--- config.mk ---
export PLATFORM = sky130hd
export DESIGN_NAME = clock_control
export DESIGN_NICKNAME = d
export VERILOG_FILES = /design/src/logic/clkctl_pkg.sv /design/src/logic/clock_control.sv
export VERILOG_INCLUDE_DIRS = /design/src /design/src/logic
export SDC_FILE = /design/constraint.sdc
export NUM_CORES = 1
export LEC_CHECK = 0
export BUFFER_PORTS_ARGS = -buffer_cell sky130_fd_sc_hd__buf_2
export CORE_UTILIZATION = 50
export CTS_CLUSTER_DIAMETER = 80
export DETAILED_ROUTE_END_ITERATION = 6
export PLACE_DENSITY = 0.76
export SYNTH_ARGS = -nofsm -noshare
export SYNTH_HDL_FRONTEND = slang
export SYNTH_SLANG_ARGS = --single-unit
--- constraint.sdc ---
create_clock -name I_CLK -period 3.9 [get_ports I_CLK]
set_clock_uncertainty 0.15 [all_clocks]
set_input_delay 0.195 -clock I_CLK [delete_from_list [all_inputs] [get_ports I_CLK]]
set_output_delay 0.195 -clock I_CLK [all_outputs]
set_load 0.03 [all_outputs]
--- src/logic/clkctl_map.svh ---
`ifndef CLKCTL_MAP_SVH
`define CLKCTL_MAP_SVH

// register byte offsets on the bus
`define ADDR_OSC_CTRL      12'h000
`define ADDR_CLK_DIV       12'h004
`define ADDR_PLL_FBD       12'h008
`define ADDR_RC_TUNE       12'h00C
`define ADDR_UNLOCK        12'h010
`define ADDR_AUX_CTRL      12'h014
`define ADDR_REF_CTRL      12'h018

// unlock keys: key1, then key2 or key3, written in order to the unlock register
`define UNLOCK_KEY1        16'h0046
`define UNLOCK_KEY2        16'h0057
`define UNLOCK_KEY3        16'h009A

// oscillator control fields
`define OSC_CUR_LSB        12
`define OSC_REQ_LSB        8
`define OSC_SWLOCK_BIT     7
`define OSC_PLLLOCK_BIT    5
`define OSC_FAIL_BIT       3
`define OSC_SWREQ_BIT      0

// clock divisor fields and reset
`define DIV_ROI_BIT        15
`define DIV_RED_LSB        12
`define DIV_REDEN_BIT      11
`define DIV_POSTSC_LSB     8
`define DIV_PLL_OUTPUT_DIVIDER_LSB    6
`define DIV_PLL_INPUT_DIVIDER_LSB     0
`define DIV_RESET          16'h3040
`define DIV_WMASK          16'hFFDF
`define FBD_RESET          9'h030
`define FBD_WMASK          16'h01FF
`define TUNE_WMASK         16'h003F

// aux / reference control write masks
`define AUX_WMASK          16'hA7C0
`define AUX_RESET          16'h2700
`define REF_WMASK          16'hBF00

// switch timing: 10 new-source cycles before change-over
`define SWITCH_SETTLE      4'd10
// monitor configuration: switching on, failure monitor off
`define CFG_SW_NO_MON      2'b01

`endif

--- src/logic/clkctl_pkg.sv ---
package clkctl_pkg;
	typedef enum logic [2:0] {
		SRC_FAST_RC     = 3'h0,
		SRC_FAST_RC_PLL = 3'h1,
		SRC_PRIMARY     = 3'h2,
		SRC_PRIMARY_PLL = 3'h3,
		SRC_SECONDARY   = 3'h4,
		SRC_LOW_PWR_RC  = 3'h5,
		SRC_FAST_RC_16  = 3'h6,
		SRC_FAST_RC_N   = 3'h7
	} src_t;

	typedef enum logic [3:0] {
		SW_IDLE   = 4'b0001,
		SW_WAIT   = 4'b0010,
		SW_SETTLE = 4'b0100,
		SW_DONE   = 4'b1000
	} sw_state_t;

	typedef enum logic [2:0] {
		UL_NONE = 3'b001,
		UL_ONE  = 3'b010,
		UL_OPEN = 3'b100
	} unlock_t;
endpackage : clkctl_pkg

--- src/logic/clock_control.sv ---
// Function
// RL1 - auxiliary PLL multiplies input by sixteen
// RL2 - auxiliary PLL input: primary or fast RC
// RL3 - reference output from system or crystal, divided
// RL4 - read-only current source code field
// RL5 - writable requested source code field
// RL6 - power-on loads source codes from configuration
// RL7 - switch lock blocks switching in config 01
// RL8 - PLL lock status bit, read-only
// RL9 - clock fail flag sticky until software clears; code also clears it when a switch starts
// RL10 - switch request reads zero when done
// RL11 - oscillator control writes need unlock sequence
// RL12 - software avoids direct PLL-to-PLL switches
// RL13 - recover-on-interrupt clears reduction enable
// RL14 - reduction field divides by power of two
// RL15 - reduction enable selects ratio else 1:1
// RL16 - fast RC postscaler divides, resets to 1
// RL17 - PLL output divider 2, 4, 8
// RL18 - PLL pre-divider is value plus two
// RL19 - feedback multiplier is value plus two; code's 9-bit output wraps values 510 and 511 to 0 and 1
// RL20 - fast RC trim signed step count
// RL21 - instruction clock is half oscillator output
// RL22 - PLL output is input times M over N1*N2
// RL23 - separate unlock per byte write
// RL24 - wait ten new-source cycles before change
// RL25 - write without unlock is ignored
// RL26 - unimplemented bits read zero
`timescale 1ns/10ps
`include "clkctl_map.svh"
module clock_control (
	input  wire logic        I_CLK,
	input  wire logic        I_RST,
	input  wire logic        I_CE,
	input  wire logic        I_POR,
	input  wire logic [2:0]  I_CFG_SOURCE,
	input  wire logic [1:0]  I_CFG_MONITOR,
	input  wire logic        I_PLL_LOCKED,
	input  wire logic        I_CLOCK_FAIL,
	input  wire logic        I_NEW_SRC_READY,
	input  wire logic        I_NEW_SRC_TICK,
	input  wire logic        I_IRQ,
	input  wire logic        I_PSEL,
	input  wire logic        I_PENABLE,
	input  wire logic        I_PWRITE,
	input  wire logic [11:0] I_PADDR,
	input  wire logic [31:0] I_PWDATA,
	input  wire logic [3:0]  I_PSTRB,
	output logic      [31:0] O_PRDATA,
	output logic             O_PREADY,
	output logic             O_PSLVERR,
	output logic      [2:0]  O_SOURCE_SEL,
	output logic             O_SWITCH_BUSY,
	output logic      [8:0]  O_PLL_MULT,
	output logic      [5:0]  O_PLL_PREDIV,
	output logic      [3:0]  O_PLL_POSTDIV,
	output logic      [8:0]  O_RC_POSTSCALE,
	output logic      [7:0]  O_CPU_DIV,
	output logic      [1:0]  O_CYCLE_DIV,
	output logic      [5:0]  O_RC_TRIM,
	output logic             O_AUX_PLL_EN,
	output logic             O_AUX_SRC_RC,
	output logic      [4:0]  O_AUX_MULT,
	output logic      [2:0]  O_AUX_POSTDIV,
	output logic             O_REF_EN,
	output logic             O_REF_SRC_XTAL,
	output logic      [3:0]  O_REF_DIV
);
	logic [2:0]  cur_src_r;
	logic [2:0]  req_src_r;
	logic        sw_lock_r;
	logic        fail_r;
	logic        sw_req_r;
	logic [15:0] div_r;
	logic [8:0]  fbd_r;
	logic [5:0]  trim_r;
	logic [15:0] aux_r;
	logic [15:0] ref_r;
	logic [3:0]  settle_r;
	logic        por_seen_r;
	clkctl_pkg::sw_state_t sw_state_r;
	clkctl_pkg::unlock_t   unlock_r;

	logic        wr;
	logic        rd;
	logic [15:0] wdat;
	logic        osc_wr_ok;
	logic        hi_wr;
	logic        lo_wr;
	logic        clr_fail;
	logic        sw_start;
	logic        sw_done;
	logic [15:0] osc_word;
	logic [15:0] div_wmask;

	// zero-wait slave: every access completes in its first access cycle
	assign wr = I_PSEL & I_PENABLE & I_PWRITE & I_CE;
	assign rd = I_PSEL & I_PENABLE & ~I_PWRITE;
	assign wdat = I_PWDATA[15:0];
	assign O_PREADY = 1'b1;
	assign div_wmask = `DIV_WMASK;

	assign osc_wr_ok = wr && I_PADDR == `ADDR_OSC_CTRL
		&& unlock_r == clkctl_pkg::UL_OPEN; // [RL11] [RL25]
	// both byte lanes of one write share its unlock; separate byte writes each need their own
	assign hi_wr = osc_wr_ok & I_PSTRB[1]; // [RL23]
	assign lo_wr = osc_wr_ok & I_PSTRB[0];

	// unlock: key1, key2 (or key3 as the second word) opens one write
	always_ff @(posedge I_CLK) begin
		if (I_RST) begin
			unlock_r <= clkctl_pkg::UL_NONE;
		end else if (I_CE && wr) begin
			unique case (unlock_r)
			clkctl_pkg::UL_NONE:
				if (I_PADDR == `ADDR_UNLOCK && wdat == `UNLOCK_KEY1)
					unlock_r <= clkctl_pkg::UL_ONE;
			clkctl_pkg::UL_ONE:
				if (I_PADDR == `ADDR_UNLOCK && (wdat == `UNLOCK_KEY2
						|| wdat == `UNLOCK_KEY3))
					unlock_r <= clkctl_pkg::UL_OPEN;
				else
					unlock_r <= clkctl_pkg::UL_NONE;
			clkctl_pkg::UL_OPEN:
				unlock_r <= clkctl_pkg::UL_NONE; // [RL11]
			default:
				unlock_r <= clkctl_pkg::UL_NONE;
			endcase
		end
	end

	// source codes: captured from configuration on power-on reset
	always_ff @(posedge I_CLK) begin
		if (I_RST) begin
			por_seen_r <= 1'b0;
		end else if (I_CE) begin
			por_seen_r <= I_POR;
		end
	end

	always_ff @(posedge I_CLK) begin
		if (I_RST) begin
			cur_src_r <= 3'h0;
			req_src_r <= 3'h0;
		end else if (I_CE) begin
			if (por_seen_r) begin
				cur_src_r <= I_CFG_SOURCE; // [RL6]
				req_src_r <= I_CFG_SOURCE; // [RL6]
			end else begin
				if (sw_done)
					cur_src_r <= req_src_r; // [RL4]
				if (hi_wr)
					req_src_r <= wdat[`OSC_REQ_LSB +: 3]; // [RL5]
			end
		end
	end

	always_ff @(posedge I_CLK) begin
		if (I_RST) begin
			sw_lock_r <= 1'b0;
		end else if (I_CE && lo_wr) begin
			sw_lock_r <= wdat[`OSC_SWLOCK_BIT];
		end
	end

	// software clears by writing 0 to the bit; a new failure wins
	assign clr_fail = lo_wr & ~wdat[`OSC_FAIL_BIT];
	always_ff @(posedge I_CLK) begin
		if (I_RST) begin
			fail_r <= 1'b0;
		end else if (I_CE) begin
			if (I_CLOCK_FAIL)
				fail_r <= 1'b1; // [RL9]
			else if (clr_fail || sw_start)
				fail_r <= 1'b0; // [RL9]
		end
	end

	// switching disabled when config bit 1 is set; lock only in 01
	assign sw_start = sw_state_r == clkctl_pkg::SW_IDLE && sw_req_r
		&& req_src_r != cur_src_r && !I_CFG_MONITOR[1]
		&& !(sw_lock_r && I_CFG_MONITOR == `CFG_SW_NO_MON); // [RL7]
	assign sw_done = sw_state_r == clkctl_pkg::SW_DONE;

	always_ff @(posedge I_CLK) begin
		if (I_RST) begin
			sw_req_r <= 1'b0;
		end else if (I_CE) begin
			if (I_CFG_MONITOR[1])
				sw_req_r <= 1'b0;
			else if (lo_wr && wdat[`OSC_SWREQ_BIT])
				sw_req_r <= 1'b1; // [RL10]
			else if (sw_done)
				sw_req_r <= 1'b0; // [RL10]
			else if (sw_state_r == clkctl_pkg::SW_IDLE && sw_req_r
					&& req_src_r == cur_src_r)
				sw_req_r <= 1'b0; // redundant request aborts
		end
	end

	// ready, then count ten ticks of the new source
	always_ff @(posedge I_CLK) begin
		if (I_RST) begin
			sw_state_r <= clkctl_pkg::SW_IDLE;
			settle_r   <= 4'h0;
		end else if (I_CE) begin
			unique case (sw_state_r)
			clkctl_pkg::SW_IDLE:
				if (sw_start)
					sw_state_r <= clkctl_pkg::SW_WAIT;
			clkctl_pkg::SW_WAIT:
				if (I_NEW_SRC_READY) begin
					settle_r   <= 4'h0;
					sw_state_r <= clkctl_pkg::SW_SETTLE;
				end
			clkctl_pkg::SW_SETTLE:
				if (I_NEW_SRC_TICK) begin
					settle_r <= settle_r + 4'h1;
					if (settle_r == `SWITCH_SETTLE - 4'd1)
						sw_state_r <= clkctl_pkg::SW_DONE; // [RL24]
				end
			clkctl_pkg::SW_DONE:
				sw_state_r <= clkctl_pkg::SW_IDLE;
			default:
				sw_state_r <= clkctl_pkg::SW_IDLE;
			endcase
		end
	end

	// divisor: interrupt recovery clears reduction enable, wins a write
	always_ff @(posedge I_CLK) begin
		if (I_RST) begin
			div_r <= `DIV_RESET; // [RL14] [RL16] [RL17] [RL18]
		end else if (I_CE) begin
			if (wr && I_PADDR == `ADDR_CLK_DIV) begin
				if (I_PSTRB[1])
					div_r[15:8] <= wdat[15:8] & div_wmask[15:8];
				if (I_PSTRB[0])
					div_r[7:0] <= wdat[7:0] & div_wmask[7:0]; // [RL26]
			end
			if (I_IRQ && div_r[`DIV_ROI_BIT])
				div_r[`DIV_REDEN_BIT] <= 1'b0; // [RL13]
		end
	end

	always_ff @(posedge I_CLK) begin
		if (I_RST) begin
			fbd_r  <= `FBD_RESET; // [RL19]
			trim_r <= 6'h00;
			aux_r  <= `AUX_RESET;
			ref_r  <= 16'h0000;
		end else if (I_CE && wr) begin
			if (I_PADDR == `ADDR_PLL_FBD)
				fbd_r <= wdat[8:0];
			if (I_PADDR == `ADDR_RC_TUNE)
				trim_r <= wdat[5:0]; // [RL20]
			if (I_PADDR == `ADDR_AUX_CTRL)
				aux_r <= wdat & `AUX_WMASK;
			if (I_PADDR == `ADDR_REF_CTRL)
				ref_r <= wdat & `REF_WMASK;
		end
	end

	assign osc_word = {1'b0, cur_src_r, 1'b0, req_src_r, sw_lock_r,
		1'b0, I_PLL_LOCKED, 1'b0, fail_r, 2'b00, sw_req_r}; // [RL8] [RL26]

	always_ff @(posedge I_CLK) begin
		if (I_RST) begin
			O_PRDATA <= 32'h0000_0000;
		end else if (I_CE && I_PSEL && !I_PENABLE && !I_PWRITE) begin
			unique case (I_PADDR)
			`ADDR_OSC_CTRL: O_PRDATA <= {16'h0000, osc_word};
			`ADDR_CLK_DIV:  O_PRDATA <= {16'h0000, div_r};
			`ADDR_PLL_FBD:  O_PRDATA <= {23'h000000, fbd_r};
			`ADDR_RC_TUNE:  O_PRDATA <= {26'h0000000, trim_r};
			`ADDR_AUX_CTRL: O_PRDATA <= {16'h0000, aux_r[15:14],
				aux_r[13:0]} | {17'h00000, I_PLL_LOCKED, 14'h0000};
			`ADDR_REF_CTRL: O_PRDATA <= {16'h0000, ref_r};
			default:        O_PRDATA <= 32'h0000_0000;
			endcase
		end
	end

	assign O_PSLVERR = (rd | (I_PSEL & I_PENABLE & I_PWRITE))
		&& !(I_PADDR == `ADDR_OSC_CTRL || I_PADDR == `ADDR_CLK_DIV
		|| I_PADDR == `ADDR_PLL_FBD || I_PADDR == `ADDR_RC_TUNE
		|| I_PADDR == `ADDR_UNLOCK || I_PADDR == `ADDR_AUX_CTRL
		|| I_PADDR == `ADDR_REF_CTRL);

	// outputs decoded to plain divide factors for the clock tree
	always_ff @(posedge I_CLK) begin
		if (I_RST) begin
			O_SOURCE_SEL   <= 3'h0;
			O_SWITCH_BUSY  <= 1'b0;
			O_PLL_MULT     <= 9'h000;
			O_PLL_PREDIV   <= 6'h00;
			O_PLL_POSTDIV  <= 4'h0;
			O_RC_POSTSCALE <= 9'h000;
			O_CPU_DIV      <= 8'h00;
			O_CYCLE_DIV    <= 2'h0;
			O_RC_TRIM      <= 6'h00;
			O_AUX_PLL_EN   <= 1'b0;
			O_AUX_SRC_RC   <= 1'b0;
			O_AUX_MULT     <= 5'h00;
			O_AUX_POSTDIV  <= 3'h0;
			O_REF_EN       <= 1'b0;
			O_REF_SRC_XTAL <= 1'b0;
			O_REF_DIV      <= 4'h0;
		end else if (I_CE) begin
			O_SOURCE_SEL  <= cur_src_r;
			O_SWITCH_BUSY <= sw_state_r != clkctl_pkg::SW_IDLE;
			// multiplier and dividers feed M/(N1*N2)
			O_PLL_MULT   <= fbd_r + 9'h002; // [RL19] [RL22]
			O_PLL_PREDIV <= {1'b0, div_r[4:0]} + 6'h02; // [RL18] [RL22]
			unique case (div_r[7:6])
			2'b00:   O_PLL_POSTDIV <= 4'h2; // [RL17]
			2'b01:   O_PLL_POSTDIV <= 4'h4;
			2'b11:   O_PLL_POSTDIV <= 4'h8;
			default: O_PLL_POSTDIV <= 4'h4; // reserved: hold default
			endcase
			if (div_r[10:8] == 3'h7)
				O_RC_POSTSCALE <= 9'h100; // [RL16]
			else
				O_RC_POSTSCALE <= 9'h001 << div_r[10:8];
			if (div_r[`DIV_REDEN_BIT])
				O_CPU_DIV <= 8'h01 << div_r[14:12]; // [RL14] [RL15]
			else
				O_CPU_DIV <= 8'h01; // [RL15]
			O_CYCLE_DIV    <= 2'h2; // [RL21]
			O_RC_TRIM      <= trim_r; // [RL20]
			O_AUX_PLL_EN   <= aux_r[15];
			O_AUX_SRC_RC   <= aux_r[6]; // [RL2]
			O_AUX_MULT     <= 5'h10; // [RL1]
			O_AUX_POSTDIV  <= aux_r[10:8];
			O_REF_EN       <= ref_r[15];
			O_REF_SRC_XTAL <= ref_r[12]; // [RL3]
			O_REF_DIV      <= ref_r[11:8]; // [RL3]
		end
	end
endmodule : clock_control

# Word-level counts from Yosys, hierarchy flattened
# Index checks and enable logic that the tools add are counted.
dict set report word_totals {
  regBits 155
  in_bits 65
  output_inout_bits 98
}
dict set report op_classes {
  add_sub_neg 3
  eq_ne 28
  shift 2
  n_mux 29
  bitwise_logic 11
  n_reduce_logical 55
}
# cell count
set ops {}
lappend ops {{$pmux W16 S6} 1}
lappend ops {{$eq A12 B5 Y1 const B} 3}
lappend ops {{$eq A16 B7 Y1 const B} 2}
lappend ops {{$mux W4} 7}
lappend ops {{$eq A12 B4 Y1 const B} 2}
lappend ops {{$logic_and A1 B1 Y1} 19}
lappend ops {{$mux W3} 6}
lappend ops {{$reduce_and A2 Y1} 9}
lappend ops {{$eq A16 B8 Y1 const B} 1}
lappend ops {{$mux W8} 2}
lappend ops {{$or A16 B15 Y16} 1}
lappend ops {{$pmux W4 S2} 2}
lappend ops {{$eq A12 B3 Y1 const B} 1}
lappend ops {{$logic_not A12 Y1} 1}
lappend ops {{$mux W12} 1}
lappend ops {{$pmux W4 S3} 1}
lappend ops {{$reduce_bool A2 Y1} 6}
lappend ops {{$ne A2 B2 Y1 const B} 5}
lappend ops {{$add A9 B2 Y9 const B} 1}
lappend ops {{$mux W9} 1}
lappend ops {{$reduce_and A3 Y1} 3}
lappend ops {{$shl A1 B3 Y9 const A} 1}
lappend ops {{$eq A4 B4 Y1 const B} 2}
lappend ops {{$logic_or A1 B1 Y1} 8}
lappend ops {{other kinds (24)} 42}

# Longest topological paths before layout
dict set report logic_depth {
  ltp_word 10
  ltp_mapped 7
}

# Worst setup path after synthesis
# No wires, ideal clock.
dict set report synth_path {
  path_type {input to register}
  from {input I_PADDR[4]}
  to {register req_src_r[2]}
  arrival_time_ns 1.702
  required_ns 3.678
  slack_ns 1.977
  cell_stages 5
  path_buffers 1
  cell_sequence {buf_6 > or4_4 > or4_4 > o21ai_4 > mux2i_1}
}
dict set report synth_via {
  elab_chain_cells 6
}
# element line_no
set synth_rtl {}
lappend synth_rtl {{start: declaration} clock_control.sv:45} ;# input wire logic [11:0] I_PADDR,
lappend synth_rtl {{$logic_not A12 Y1} -}
lappend synth_rtl {{$logic_and A1 B1 Y1 (no line)} -}
lappend synth_rtl {{$logic_and A1 B1 Y1} clock_control.sv:102} ;# assign osc_wr_ok = wr && I_PADDR == `ADDR_OSC_CTRL
lappend synth_rtl {{$and A1 B1 Y1} clock_control.sv:105} ;# assign hi_wr = osc_wr_ok & I_PSTRB[1];
lappend synth_rtl {{$reduce_bool A2 Y1 (no line)} -}
lappend synth_rtl {{$reduce_and A2 Y1 (no line)} -}
lappend synth_rtl {{end signal: assignment} clock_control.sv:152} ;# req_src_r <= wdat[`OSC_REQ_LSB +: 3];
lappend synth_rtl {{end: declaration} clock_control.sv:69} ;# logic [2:0] req_src_r;
# No other way between the ends.
# A chain may end at the register's enable or synchronous reset.

# Final worst setup path
dict set report layout_path {
  from {input I_PADDR[2]}
  to {register div_r[11]}
}
dict set report layout_via {
  elab_chain_cells 4
}
# element line_no
set layout_rtl {}
lappend layout_rtl {{$eq A12 B3 Y1} -}
lappend layout_rtl {{$logic_and A1 B1 Y1 (no line)} -}
lappend layout_rtl {{$reduce_bool A2 Y1 (no line)} -}
lappend layout_rtl {{$reduce_and A3 Y1 (no line)} -}
lappend layout_rtl {{end signal: assignment} clock_control.sv:232} ;# div_r <= `DIV_RESET;
lappend layout_rtl {{end signal: assignment} clock_control.sv:236} ;# div_r[15:8] <= wdat[15:8] & div_wmask[15:8];
lappend layout_rtl {{end: declaration} clock_control.sv:73} ;# logic [15:0] div_r;
# No other way between the ends.

==> metrics.cfg <==
[status]
outcome=finished clean

[critical_path]
cp-end-kind=flop
regToRegSetupSlack_ns=1.76
worstSetupPathType=primary input to flop
critPathMaxStageDelay_ns=0.68
r2r-end=sw_state_r[3]$_SDFFE_PP0P_
cp.required_ns=4.12
worstRegToRegCells=4
worstPathMaxFanout=21
r2r_start=sw_state_r[1]$_SDFFE_PP0P_
arrival_ns=2.64
cp_cell_sequence=buf_2 -> or4b_1 -> nor4_4 -> nand3_1 -> a21oi_1 -> dlygate4sd3_1
startpoint_type=primary input
slowest_stage=or4b_1

[floorplanning]
rows=41
core_area_um2=12600
ios=163
dieArea_um2=13300
dieHeight_um=115
die_x_um=115
initial_core_util=0.510

[route]
vias=5757
first_iter_violations=367
drc=0
drtAntennaViolNets=0
drt_wl_total_mm=17.2
dr.pass1.iters=5
wl_per_cell_um=16.9
routed_via_density=5.67

[grt]
grtUsageTotal=0.267
grt_max_degree=76
antenna_found_initial=0
grt_remaining_overflow=0
grt_pass1_wl_mm=27.1
first_global_vias=5342

[cells_and_area]
fin_nets=903
seqCellArea_um2=2740
fin_area_um2=7800
multi_input_area_um2=3370
layout-drive-gt1-share=0.213
final_cell_mix=dfxtp_1, buf_2, nor2_1
num_antenna_cells=0
layout_commonest_cell=dfxtp_1
fillers=1083
area_growth_pct=21.6

[timing]
worst_slew_pin_slew_ns=0.795
worst_slack_ns=1.47
holdWs_ns=0.0297
slew_viol_final=0
timing.final.crit_share=0.623
period_needed_ns=2.43
finalSetupViolCount=0
setup-tns-final_ns=0
max_freq_mhz=412
grt_setup_unrepaired=no
final_hold_viol_count=0
slew_headroom=0.470

[logic_synthesis]
synth_flop_cell=dfxtp_1
synth-seq-cells=137
synth_edf_count=0
yosys_warnings=0
synthTopCellsByArea=dfxtp_1, mux2i_1, nor2_1, nand2_1, a21oi_1
ys_seq_area_frac=0.428
synth_top_area_frac=0.428
ys_async_sr_fraction=0
synthCells=710
avgSynthCellArea_um2=9.03
syn-cell-area_um2=6410
synth_top_area_cell=dfxtp_1
netlist-cell-type-count=68

[pwr]
p_leak_nw=3.32
powerDensity_nw_per_um2=411
peakVddDrop_mv=0.303
finalPower_mw=3.20

[clocking]
numCtsBuffers=17
post-cts-setup-buffers=0
htreeDepth=4
cts_buffer_depth=2
cts_sinks=137
cts_root_buf=clkbuf_16
cts_tree=built
clock_latency_ns=0.42
cts_hold_buf=23
cts-resized-gates=0
path_clk_slew_ns=0.06

[flow_run]
max_cap_viol_count=0

[min_path]
whs_path_depth=2
worstHoldPathType=primary input to flop
worstHoldEndpoint=ref_r[13]$_SDFFE_PP0P_
hp-start=I_RST

[placed_design]
gp_congestion=0.892
port_buffers=120
dpl_worst_slack_ns=1.37
dpl.hpwl_mm=12.3
place_area_um2=7010

how the worst max path moves through the flow:
stage / from / endpoint / slack, ns
global placement: I_CE / sw_state_r[3]$_SDFFE_PP0P_ / 1.44
detailed placement: I_CE / sw_state_r[3]$_SDFFE_PP0P_ / 1.37
finish: I_PADDR[2] / div_r[11]$_SDFFE_PP0P_ / 1.47
global route: I_PADDR[2] / div_r[11]$_SDFFE_PP0P_ / 1.34
CTS: I_PADDR[9] / O_PSLVERR / 1.54
floorplan: I_PADDR[4] / req_src_r[2]$_SDFFE_PP0P_ / 1.98
registers in the layout, indices dropped and copies added, names as in the netlist, 4 cells and up:
register        flops
aux_r               7
O_PLL_PREDIV        6
O_PRDATA           16
O_CPU_DIV           8
O_RC_TRIM           6
trim_r              6
settle_r            4
O_RC_POSTSCALE      8
div_r              15
fbd_r               9
O_PLL_MULT          9
ref_r               7
O_REF_DIV           4
sw_state_r          4
cells in the mapped netlist, types with 5 or more instances:
master    instances
nor3_1            6
nor2_1           89
buf_4            25
a211oi_1         15
dfxtp_1         137
nor2b_1           9
buf_1             6
nor4b_1           5
nand4_1          16
nor4_1            5
buf_2             7
ha_1              6
a32oi_1           5
clkbuf_1         31
nand3_1          34
mux2_2            5
a21oi_1          38
a22o_1           11
a22oi_1           8
xnor2_1           7
o21ai_0          26
mux2i_1          66
nand2_1          56
and3_1            6
inv_1             5
nand4b_1          6
worst max-delay path, delay by kind of cell:
family,cells,cell delay [ns]
AOI/OAI and AO/OA,1,0.19
buffers and inverters,2,0.96
and+or+nand+nor,3,1.30
per-stage QoR:
step / utilization / std cells
floorplan: - / 732
global placement: 0.558 / 962
detailed placement: 0.558 / 962
CTS: 0.620 / 1016
global route: 0.620 / 1016
finish: 0.620 / 1016
power by group:
group / total [mW] / internal [mW] / switching, mW
Sequential: 1.43 / 1.42 / 0.0136
Combinational: 0.269 / 0.0866 / 0.182
Clock: 1.50 / 0.933 / 0.569
Total: 3.20 / 2.44 / 0.765
routing by layer:
metal / global-route usage / part of all wire / wire [um]
met1: 0.320 / 0.42 / 7240
met2: 0.451 / 0.48 / 8320
met3: 0.0617 / 0.066 / 1140
met4: 0.130 / 0.030 / 514
met5: 0 / 0 / 0
cell families (layout without fill, tap and decap cells):
| group | Yosys count | in the layout | share of synthesized area |
|---|---|---|---|
| AND/OR/NAND/NOR | 268 | 268 | 0.220 |
| adder cells (fa/ha/maj) | 6 | 6 | 0.0117 |
| flip-flops | 137 | 137 | 0.428 |
| buffers and inverters | 76 | 188 | 0.0617 |
| AO/OA/AOI/OAI | 137 | 137 | 0.144 |
| multiplexers | 73 | 73 | 0.119 |
| other | 2 | 24 | 0.00117 |
| XOR/XNOR | 11 | 11 | 0.0150 |
area by class of cell:
cell class	count	area share
multi-input cells	519	0.432
flip-flops and latches	137	0.352
repair buffers	151	0.115
clock buffers	23	0.0626
clock inverters	8	0.00899
well taps	172	0.0276
inverters	6	0.00289
Note: power is estimated with default switching activity, not from simulation.
